[src/xcvr_consts.vh]
/*
 * constants for the serial transceiver datapath: register map, field positions,
 * reset values, word widths and encoding modes.
 * assumes inclusion by bare name from the design files.
 */
`ifndef XCVR_CONSTS_VH
`define XCVR_CONSTS_VH

// ----------------------------------------
// register byte offsets
// ----------------------------------------
`define REG_TX_CFG 4'h0
`define REG_RX_CFG 4'h4
`define REG_STATUS 4'h8
`define REG_TX_WORD 4'hC

// ----------------------------------------
// configuration fields
// ----------------------------------------
`define F_WIDTH_LO 0
`define F_WIDTH_HI 1
`define F_ENC_LO 2
`define F_ENC_HI 3
`define F_FIFO_EN 4
`define F_MULT_LO 8
`define F_MULT_HI 12
`define F_OOB 16
`define F_ENABLE 17
`define CFG_RESET 32'h0001_1400
`define CFG_MASK 32'h0003_1F1F

// ----------------------------------------
// word widths
// ----------------------------------------
`define W16 2'h0
`define W20 2'h1
`define W32 2'h2
`define W40 2'h3
`define LEN16 6'h10
`define LEN20 6'h14
`define LEN32 6'h20
`define LEN40 6'h28

// ----------------------------------------
// encodings and clocking
// ----------------------------------------
`define ENC_NONE 2'h0
`define ENC_8B10B 2'h1
`define ENC_64B66B 2'h2
`define ENC_64B67B 2'h3
`define MULT_MAX 5'h19
`define MULT_MIN 5'h01
`define SCRAMBLE_SEED 16'hACE1
`define SCRAMBLE_LOW 8'hE1
`define WHITEN_8B10B 10'h155
`define IDLE_FILL 40'h55_5555_5555
`define FIFO_DEPTH_LOG2 3
`define LANES 8
`define OOB_HALF 8'h20

`endif

[src/serial_transceiver_datapath.v]
/*
 * one transceiver channel datapath: parallel words to nrz serial and back,
 * configured over classic wishbone. the core clock runs at the multiplier times the bit clock;
 * the bit clock runs once per clock-enable pulse from a divider whose ratio
 * is the programmed multiplier held to 1..25. serial input is a pin and is synchronised.
 * assumes a wishbone master on core_clk and a remote nrz peer on the pins.
 */
// Local design decisions: the Wishbone slave port and the address map.
// Operation
// - transmit serialises 16, 20, 32 or 40 bits
// - divided transmit clock marks parallel word timing
// - transmit fifo enabled or bypassed by configuration
// - selectable line encoding for transitions
// - receive deserialises to 16/20/32/40-bit words
// - receiver recovers timing from data, no clock line
// - serial data is nrz, encoding optional
// - received words handed out on receive user clock
// - bit clock is reference times multiplier, max 25; here the bit clock is core_clk divided by the multiplier
// - transmit and receive clocked independently
// - configuration writable at any time, even running
// - low-speed out-of-band signalling while link idle
// - device holds eight such channels
`timescale 1ns/1ps
`include "xcvr_consts.vh"

// one channel; the device places `LANES identical instances side by side
module serial_transceiver_datapath (
	// clock and reset
	input wire core_clk,
	input wire reset,
	// wishbone slave
	input wire wb_cyc_i,
	input wire wb_stb_i,
	input wire wb_we_i,
	input wire [3:0] wb_adr_i,
	input wire [3:0] wb_sel_i,
	input wire [31:0] wb_dat_i,
	output reg [31:0] wb_dat_o,
	output reg wb_ack_o,
	// parallel transmit side
	input wire tx_valid,
	input wire [39:0] tx_data,
	output reg tx_ready,
	output reg tx_divided_clock_out,
	// parallel receive side
	output reg [39:0] rx_data,
	output reg rx_valid,
	output reg rx_user_clock,
	// serial pins
	output reg ser_out,
	input wire ser_in
);
	// ----------------------------------------
	// helpers
	// ----------------------------------------
	function [5:0] word_len;
		input [1:0] w;
		begin
			case (w)
				`W16: word_len = `LEN16;
				`W20: word_len = `LEN20;
				`W32: word_len = `LEN32;
				default: word_len = `LEN40;
			endcase
		end
	endfunction

	function [4:0] clamp_mult;
		input [4:0] m;
		begin
			if (m > `MULT_MAX) begin
				clamp_mult = `MULT_MAX;
			end else if (m < `MULT_MIN) begin
				clamp_mult = `MULT_MIN;
			end else begin
				clamp_mult = m;
			end
		end
	endfunction

	// whitening keeps transitions; same function undoes it on receive
	function [39:0] whiten;
		input [39:0] d;
		input [1:0] enc;
		begin
			case (enc)
				`ENC_NONE: whiten = d;
				`ENC_8B10B: whiten = d ^ {4{`WHITEN_8B10B}};
				`ENC_64B66B: whiten = d ^ {`SCRAMBLE_SEED, `SCRAMBLE_SEED, `SCRAMBLE_LOW};
				default: whiten = d ^ {`SCRAMBLE_LOW, `SCRAMBLE_SEED, `SCRAMBLE_SEED};
			endcase
		end
	endfunction

	// ----------------------------------------
	// registers
	// ----------------------------------------
	reg [31:0] tx_cfg_r;
	reg [31:0] rx_cfg_r;
	reg [39:0] tx_word_r;
	reg tx_word_wr_r;
	reg tx_busy_r;
	reg rx_locked_r;
	reg rx_oob_r;
	wire fifo_empty;
	wire wb_req;
	wire [31:0] wmask;

	assign wb_req = wb_cyc_i & wb_stb_i & ~wb_ack_o;
	assign wmask = {{8{wb_sel_i[3]}}, {8{wb_sel_i[2]}}, {8{wb_sel_i[1]}}, {8{wb_sel_i[0]}}};

	always @(posedge core_clk) begin
		if (reset) begin
			tx_cfg_r <= `CFG_RESET;
			rx_cfg_r <= `CFG_RESET;
			wb_ack_o <= 1'b0;
			wb_dat_o <= 32'h0000_0000;
			tx_word_r <= 40'h00_0000_0000;
			tx_word_wr_r <= 1'b0;
		end else begin
			wb_ack_o <= wb_req;
			tx_word_wr_r <= 1'b0;
			if (wb_req && wb_we_i) begin
				case (wb_adr_i)
					`REG_TX_CFG: tx_cfg_r <= ((tx_cfg_r & ~wmask) | (wb_dat_i & wmask)) & `CFG_MASK;
					`REG_RX_CFG: rx_cfg_r <= ((rx_cfg_r & ~wmask) | (wb_dat_i & wmask)) & `CFG_MASK;
					`REG_TX_WORD: begin
						tx_word_r <= {8'h00, wb_dat_i};
						tx_word_wr_r <= 1'b1;
					end
					default: ;
				endcase
			end
			if (wb_req && !wb_we_i) begin
				case (wb_adr_i)
					`REG_TX_CFG: wb_dat_o <= tx_cfg_r;
					`REG_RX_CFG: wb_dat_o <= rx_cfg_r;
					`REG_STATUS: wb_dat_o <= {28'h000_0000, rx_locked_r, fifo_empty, tx_busy_r, rx_oob_r};
					default: wb_dat_o <= 32'h0000_0000;
				endcase
			end
		end
	end

	// ----------------------------------------
	// independent bit-clock dividers
	// ----------------------------------------
	reg [4:0] tx_div_r;
	reg [4:0] rx_div_r;
	wire tx_bit_en;
	wire rx_bit_en;

	assign tx_bit_en = (tx_div_r == 5'h00);
	assign rx_bit_en = (rx_div_r == 5'h00);

	always @(posedge core_clk) begin
		if (reset) begin
			tx_div_r <= 5'h00;
			rx_div_r <= 5'h00;
		end else begin
			tx_div_r <= tx_bit_en ? clamp_mult(tx_cfg_r[`F_MULT_HI:`F_MULT_LO]) - 1'b1 : tx_div_r - 1'b1;
			rx_div_r <= rx_bit_en ? clamp_mult(rx_cfg_r[`F_MULT_HI:`F_MULT_LO]) - 1'b1 : rx_div_r - 1'b1;
		end
	end

	// ----------------------------------------
	// transmit path
	// ----------------------------------------
	wire tx_fifo_en;
	wire fifo_ready;
	wire [39:0] fifo_q;
	wire [39:0] tx_src_mux;
	wire [39:0] tx_load_word;
	reg fifo_q_ok_r;
	reg fifo_take_r;
	reg [39:0] tx_shift_r;
	reg [5:0] tx_cnt_r;
	reg [7:0] oob_cnt_r;
	wire [5:0] tx_len;
	wire tx_load;
	wire in_valid;
	wire [39:0] in_data;

	assign tx_fifo_en = tx_cfg_r[`F_FIFO_EN];
	assign tx_len = word_len(tx_cfg_r[`F_WIDTH_HI:`F_WIDTH_LO]);
	assign in_valid = tx_valid | tx_word_wr_r;
	assign in_data = tx_word_wr_r ? tx_word_r : tx_data;
	assign tx_load = tx_bit_en && (tx_cnt_r == 6'h00) && tx_cfg_r[`F_ENABLE];

	word_fifo u_fifo (
		.core_clk(core_clk),
		.reset(reset),
		.wr_valid(tx_fifo_en & in_valid),
		.wr_data(in_data),
		.wr_ready(fifo_ready),
		.rd_take(fifo_take_r),
		.rd_data(fifo_q),
		.rd_empty(fifo_empty)
	);

	// fifo prefetches one word into its output register
	always @(posedge core_clk) begin
		if (reset) begin
			fifo_take_r <= 1'b0;
			fifo_q_ok_r <= 1'b0;
		end else begin
			fifo_take_r <= ~fifo_empty & ~fifo_take_r & (~fifo_q_ok_r | (tx_load & tx_fifo_en));
			if (fifo_take_r) begin
				fifo_q_ok_r <= 1'b1;
			end else if (tx_load && tx_fifo_en) begin
				fifo_q_ok_r <= 1'b0;
			end
		end
	end

	assign tx_src_mux = tx_fifo_en ? fifo_q : in_data;
	// idle fill stays unwhitened so its leading one marks the first word for the receiver
	assign tx_load_word = (tx_fifo_en ? fifo_q_ok_r : in_valid) ?
		whiten(tx_src_mux, tx_cfg_r[`F_ENC_HI:`F_ENC_LO]) : `IDLE_FILL;

	always @(posedge core_clk) begin
		if (reset) begin
			tx_shift_r <= 40'h00_0000_0000;
			tx_cnt_r <= 6'h00;
			tx_busy_r <= 1'b0;
			ser_out <= 1'b0;
			tx_ready <= 1'b0;
			tx_divided_clock_out <= 1'b0;
			oob_cnt_r <= 8'h00;
		end else begin
			tx_ready <= tx_fifo_en ? fifo_ready : (tx_bit_en && tx_cnt_r == 6'h00);
			if (tx_cfg_r[`F_OOB]) begin
				// slow square bursts while high-speed data is off
				oob_cnt_r <= (oob_cnt_r == `OOB_HALF) ? 8'h00 : oob_cnt_r + 1'b1;
				if (tx_bit_en && oob_cnt_r == `OOB_HALF) begin
					ser_out <= ~ser_out;
				end
				tx_busy_r <= 1'b0;
				tx_cnt_r <= 6'h00;
			end else if (tx_load) begin
				if (tx_fifo_en ? fifo_q_ok_r : in_valid) begin
					tx_busy_r <= 1'b1;
				end else begin
					tx_busy_r <= 1'b0;
				end
				// first bit leaves in the load slot so every word gets exactly width bit slots
				ser_out <= tx_load_word[0];
				tx_shift_r <= {1'b0, tx_load_word[39:1]};
				tx_cnt_r <= tx_len - 1'b1;
				tx_divided_clock_out <= 1'b1;
			end else if (tx_bit_en) begin
				ser_out <= tx_shift_r[0];
				tx_shift_r <= {1'b0, tx_shift_r[39:1]};
				if (tx_cnt_r != 6'h00) begin
					tx_cnt_r <= tx_cnt_r - 1'b1;
				end
				if (tx_cnt_r == {1'b0, tx_len[5:1]} - 1'b1) begin
					tx_divided_clock_out <= 1'b0;
				end
			end
		end
	end

	// ----------------------------------------
	// receive path
	// ----------------------------------------
	reg ser_meta_r;
	reg ser_sync_r;
	reg ser_prev_r;
	reg [4:0] phase_r;
	reg [39:0] rx_shift_r;
	reg [5:0] rx_cnt_r;
	reg [7:0] idle_cnt_r;
	wire [5:0] rx_len;
	wire [4:0] rx_mult;
	wire sample_now;

	assign rx_len = word_len(rx_cfg_r[`F_WIDTH_HI:`F_WIDTH_LO]);
	assign rx_mult = clamp_mult(rx_cfg_r[`F_MULT_HI:`F_MULT_LO]);
	assign sample_now = (phase_r == {1'b0, rx_mult[4:1]});

	always @(posedge core_clk) begin
		if (reset) begin
			ser_meta_r <= 1'b0;
			ser_sync_r <= 1'b0;
			ser_prev_r <= 1'b0;
			phase_r <= 5'h00;
			rx_shift_r <= 40'h00_0000_0000;
			rx_cnt_r <= 6'h00;
			rx_locked_r <= 1'b0;
			rx_oob_r <= 1'b0;
			idle_cnt_r <= 8'h00;
			rx_data <= 40'h00_0000_0000;
			rx_valid <= 1'b0;
			rx_user_clock <= 1'b0;
		end else begin
			ser_meta_r <= ser_in;
			ser_sync_r <= ser_meta_r;
			ser_prev_r <= ser_sync_r;
			rx_valid <= 1'b0;
			// edges realign the sampling phase to mid-bit
			if (ser_sync_r != ser_prev_r) begin
				phase_r <= 5'h01;
				rx_locked_r <= 1'b1;
				idle_cnt_r <= 8'h00;
			end else begin
				phase_r <= (phase_r >= rx_mult - 1'b1) ? 5'h00 : phase_r + 1'b1;
				if (rx_bit_en && idle_cnt_r != 8'hFF) begin
					idle_cnt_r <= idle_cnt_r + 1'b1;
				end
			end
			rx_oob_r <= (idle_cnt_r > `OOB_HALF) ? 1'b0 : rx_oob_r;
			if (rx_cfg_r[`F_OOB]) begin
				if (ser_sync_r != ser_prev_r) begin
					rx_oob_r <= 1'b1;
				end
			end else if (sample_now && rx_cfg_r[`F_ENABLE] && rx_locked_r) begin
				rx_shift_r <= {ser_sync_r, rx_shift_r[39:1]};
				if (rx_cnt_r == rx_len - 1'b1) begin
					rx_cnt_r <= 6'h00;
					// bits above the word width are cleared after undoing the whitening
					rx_data <= whiten({ser_sync_r, rx_shift_r[39:1]} >> (`LEN40 - rx_len),
						rx_cfg_r[`F_ENC_HI:`F_ENC_LO]) & ({40{1'b1}} >> (`LEN40 - rx_len));
					rx_valid <= 1'b1;
					rx_user_clock <= 1'b1;
				end else begin
					rx_cnt_r <= rx_cnt_r + 1'b1;
					if (rx_cnt_r == {1'b0, rx_len[5:1]}) begin
						rx_user_clock <= 1'b0;
					end
				end
			end
		end
	end
endmodule // serial_transceiver_datapath

[src/word_fifo.v]
/*
 * small single-clock word fifo with registered read data.
 * assumes one clock domain; writer checks full, reader checks empty.
 */
`timescale 1ns/1ps
`include "xcvr_consts.vh"

module word_fifo (
	// clock and reset
	input wire core_clk,
	input wire reset,
	// write side
	input wire wr_valid,
	input wire [39:0] wr_data,
	output wire wr_ready,
	// read side
	input wire rd_take,
	output reg [39:0] rd_data,
	output wire rd_empty
);
	reg [39:0] mem [0:(1<<`FIFO_DEPTH_LOG2)-1];
	reg [`FIFO_DEPTH_LOG2:0] wp_r;
	reg [`FIFO_DEPTH_LOG2:0] rp_r;
	wire do_wr;
	wire do_rd;

	assign rd_empty = (wp_r == rp_r);
	assign wr_ready = ~((wp_r[`FIFO_DEPTH_LOG2] != rp_r[`FIFO_DEPTH_LOG2]) &&
		(wp_r[`FIFO_DEPTH_LOG2-1:0] == rp_r[`FIFO_DEPTH_LOG2-1:0]));
	assign do_wr = wr_valid & wr_ready;
	assign do_rd = rd_take & ~rd_empty;

	always @(posedge core_clk) begin
		if (do_wr) begin
			mem[wp_r[`FIFO_DEPTH_LOG2-1:0]] <= wr_data;
		end
		if (reset) begin
			wp_r <= {(`FIFO_DEPTH_LOG2+1){1'b0}};
			rp_r <= {(`FIFO_DEPTH_LOG2+1){1'b0}};
			rd_data <= 40'h00_0000_0000;
		end else begin
			if (do_wr) begin
				wp_r <= wp_r + 1'b1;
			end
			if (do_rd) begin
				rd_data <= mem[rp_r[`FIFO_DEPTH_LOG2-1:0]];
				rp_r <= rp_r + 1'b1;
			end
		end
	end
endmodule // word_fifo

[config.mk]
export PLATFORM = sky130hd
export DESIGN_NAME = serial_transceiver_datapath
export DESIGN_NICKNAME = d
export VERILOG_FILES = /design/src/serial_transceiver_datapath.v /design/src/word_fifo.v
export VERILOG_INCLUDE_DIRS = /design/src
export SDC_FILE = /design/constraint.sdc
export NUM_CORES = 1
export LEC_CHECK = 0
export BUFFER_PORTS_ARGS = -buffer_cell sky130_fd_sc_hd__buf_2
export CORE_MARGIN = 5
export CORE_UTILIZATION = 61
export DETAILED_ROUTE_END_ITERATION = 8
export GPL_TIMING_DRIVEN = 0
export MAX_ROUTING_LAYER = met4
export PLACE_DENSITY_LB_ADDON = 0.3
export SYNTH_ARGS = -nofsm -noshare
export SYNTH_HDL_FRONTEND = slang
export SYNTH_HIERARCHICAL = 1
export SYNTH_SLANG_ARGS = --single-unit
export TNS_END_PERCENT = 20
[constraint.sdc]
create_clock -name core_clk -period 6.8 [get_ports core_clk]
set_input_delay 0.68 -clock core_clk [delete_from_list [all_inputs] [get_ports core_clk]]
set_output_delay 0.68 -clock core_clk [all_outputs]
set_load 0.02 [all_outputs]
==> impl_metrics.py <==
metrics = {
    "status": {
        "status": "finished, final reports clean",
    },
    "timing": {
        "final-setup-viol-count": 0,
        "fin_crit_ns": 4.39,
        "slew_headroom_pct": 6.05,
        "finalHoldViolations": 0,
        "tightest_slew_ns": 1.39,
        "fin_setup_tns_ns": 0,
        "min_period_over_period_pct": 64.6,
        "clock_skew_ns": 0.0452,
        "max_freq_mhz": 228,
        "layout_setup_ws_ns": 2.41,
        "rsz0062_at_grt": "no",
        "drv_slew": 0,
    },
    "route": {
        "vias": 19500,
        "dr.pass1.iters": 5,
        "avgViaCountPerCell": 6.29,
        "drc": 0,
        "wl_um": 77700,
        "wl_per_cell_um": 25.0,
        "ant_nets": 0,
        "first_iter_violations": 2188,
    },
    "floorplan": {
        "dieHeight_um": 220,
        "rows": 77,
        "top_level_ports": 165,
        "die_w_um": 220,
        "start_util_pct": 61.2,
        "dieArea_sq_mm": 0.0484,
        "core_sq_mm": 0.0439,
    },
    "layout": {
        "syn_to_final_growth_pct": 14.8,
        "drive_gt1_share_pct": 19.7,
        "nets": 2570,
        "final_common_cell": "edfxtp_1",
        "fillers": 3114,
        "final_cell_mix": "edfxtp_1 (320), dfxtp_1 (292), nand2_1 (263), buf_2 (158), a21oi_1 (157)",
    },
    "placed_design": {
        "pre_cts_ws_ns": 2.56,
        "portBuffers": 141,
        "gp_congestion": 0.996,
        "dp_hpwl_um": 53900,
    },
    "power": {
        "ir_drop_mv": 0.204,
        "powerDensity_mw_per_mm2": 254,
        "p_leak_nw": 10.7,
    },
    "synthesis": {
        "netlist-cell-type-count": 76,
        "ys_ff_latch": 612,
        "yosysWarningCount": 6,
        "ys_seq_area_share_pct": 57.4,
        "async_flop_share_pct": 0,
        "synth.cell_area_sq_mm": 0.0269,
        "syn_area_per_cell_sq_um": 12.1,
        "synth_ff_type": "edfxtp_1",
        "synthCells": 2215,
        "synth-edff-count": 320,
    },
    "min_path": {
        "min_to": "tx_word_r[30]$_SDFFE_PP0P_",
        "hold_path.class": "input pin to register",
        "hold_depth": 3,
        "hp-start": "wb_dat_i[30]",
    },
    "cts": {
        "insertion_delay_ns": 0.66,
        "cts_tree": "yes",
        "cts_hold_buf": 0,
        "cts_max_level": 2,
        "cts_root_buffer": "clkbuf_16",
        "cts.sinks": 612,
        "cts_buffer_depth": 3,
        "cts_buffers": 60,
        "clkTransAtPathRegs_ns": 0.06,
        "cts-resized-gates": 0,
        "cts_setup_buffers": 0,
    },
    "setup_path": {
        "worstPathMaxFanout": 10,
        "r2r_end": "rx_data[27]$_SDFFE_PP0P_",
        "crit_type": "register to register",
        "end_kind": "register",
        "arrival_ns": 4.87,
        "required_ns": 7.28,
        "rr_worst_depth": 15,
        "r2r_slack_ns": 2.41,
        "worst_setup_path_start_kind": "register",
    },
    "grt": {
        "grt-ovfl-total": 0,
        "antenna_found_initial": 1,
        "grtUsageTotal_pct": 32.9,
        "grt_pass1_wl_um": 116000,
        "grt_max_degree": 26,
        "grt_pass1_vias": 18800,
    },
    "job": {
        "maxCapViolCount": 0,
    },
}
-- per-stage QoR --
stage	utilization, %	area, sq um	hold WS (ns)	total power [mW]	cells
2_1_floorplan	-	27000	0.409	4.28	2234
3_3_place_gp	64.7	28400	0.424	4.40	2967
3_5_place_dp	65.5	28800	0.428	4.42	2986
4_1_cts	70.3	30900	0.240	7.88	3099
5_1_grt	70.3	30900	0.259	8.10	3100
6_report	70.3	30900	0.262	7.85	3101
-- state kept, by name (all words and copies together), names as in the netlist, 8 cells and up, named ones only --
register	flops
wb_dat_o	12
tx_shift_r	39
tx_word_r	32
oob_cnt_r	8
u_fifo/rd_data	40
rx_shift_r	39
idle_cnt_r	8
u_fifo/mem	320
rx_data	40
-- power by group --
group | total (mW) | internal (mW) | leakage, nW | switching, mW
clock network | 3.51 | 2.07 | 1.04 | 1.44
registers | 3.95 | 3.91 | 5.23 | 0.0309
logic | 0.398 | 0.139 | 4.41 | 0.259
total | 7.85 | 6.12 | 10.7 | 1.73
-- cell type report --
class	count	area, sq um	share of cell area, %
Tap cell	592	741	2.40
Inverter	41	154	0.498
Timing Repair Buffer	160	995	3.22
Antenna cell	2	5.00	0.0162
Clock inverter	32	408	1.32
Multi-Input combinational cell	1399	10500	33.9
Clock buffer	81	1710	5.53
Buffer	182	950	3.07
Sequential cell	612	15500	50.0
-- synthesized netlist by cell type (all sizes together), types with 5 or more instances --
cell | number | area [sq um]
nand4 | 17 | 106
a22o | 40 | 350
or4 | 10 | 75.1
mux2i | 74 | 741
or2 | 6 | 37.5
nor3 | 34 | 175
clkbuf | 114 | 429
or3b | 8 | 70.1
dfxtp | 292 | 5850
nor3b | 11 | 82.6
inv | 41 | 154
xnor2 | 64 | 561
nand3b | 5 | 37.5
o31ai | 22 | 165
a211oi | 15 | 113
nand2 | 263 | 987
ha | 27 | 338
o21ai | 50 | 250
nor4b | 8 | 76.3
nand3 | 47 | 235
mux4 | 80 | 1840
nand2b | 14 | 87.6
edfxtp | 320 | 9610
nor4 | 16 | 106
nor2b | 22 | 138
a21oi | 157 | 786
mux2 | 84 | 946
a221oi | 21 | 184
nor2 | 114 | 438
o41ai | 5 | 62.6
or3 | 14 | 87.6
o221ai | 19 | 166
o211ai | 24 | 180
xor2 | 48 | 420
and3 | 5 | 31.3
a22oi | 13 | 97.6
buf | 68 | 521
-- worst max-delay path by stage --
stage	cells after the start	to	slack (ns)	from
floorplan	5	u_fifo/mem[0][0]$_DFFE_PP_	2.08	register
global placement	5	u_fifo/mem[1][18]$_DFFE_PP_	-1.74	register
detailed placement	15	rx_data[27]$_SDFFE_PP0P_	2.56	register
CTS	15	rx_data[27]$_SDFFE_PP0P_	2.51	register
global route	14	rx_data[28]$_SDFFE_PP0P_	2.17	register
finish	15	rx_data[27]$_SDFFE_PP0P_	2.41	register
-- logic make-up (layout without fill, tap and decap cells) --
family / Yosys count / after routing / synth area share [%]
flops: 612 / 612 / 57.4
simple gates: 601 / 601 / 10.5
compound gates: 401 / 401 / 9.92
mux: 238 / 238 / 13.1
buf+inv: 223 / 496 / 4.10
xor+xnor: 112 / 112 / 3.65
fa+ha+maj: 27 / 27 / 1.26
other cells: 1 / 22 / 0.0139
-- critical path, stage by stage, from the launching register on --
cell	delay, ns
dfxtp_1	0.47
ha_1	0.22
buf_6	0.14
buf_2	0.24
buf_1	0.37
clkbuf_1	0.52
or2_2	0.23
ha_1	0.23
clkbuf_1	0.22
or2_2	0.34
clkbuf_1	0.24
a21o_1	0.23
clkbuf_1	0.23
nor2_1	0.19
xor2_1	0.26
o31ai_1	0.09
-- per-layer routing --
metal  up-vias  wire [um]  GRT usage [%]
li1       8657          -              -
met1      9771      31800           44.9
met2       936      36700           51.2
met3       156       6710           5.69
met4         0       2520           10.1
met5         -          0              -
Note: power is estimated with default switching activity, not from simulation.
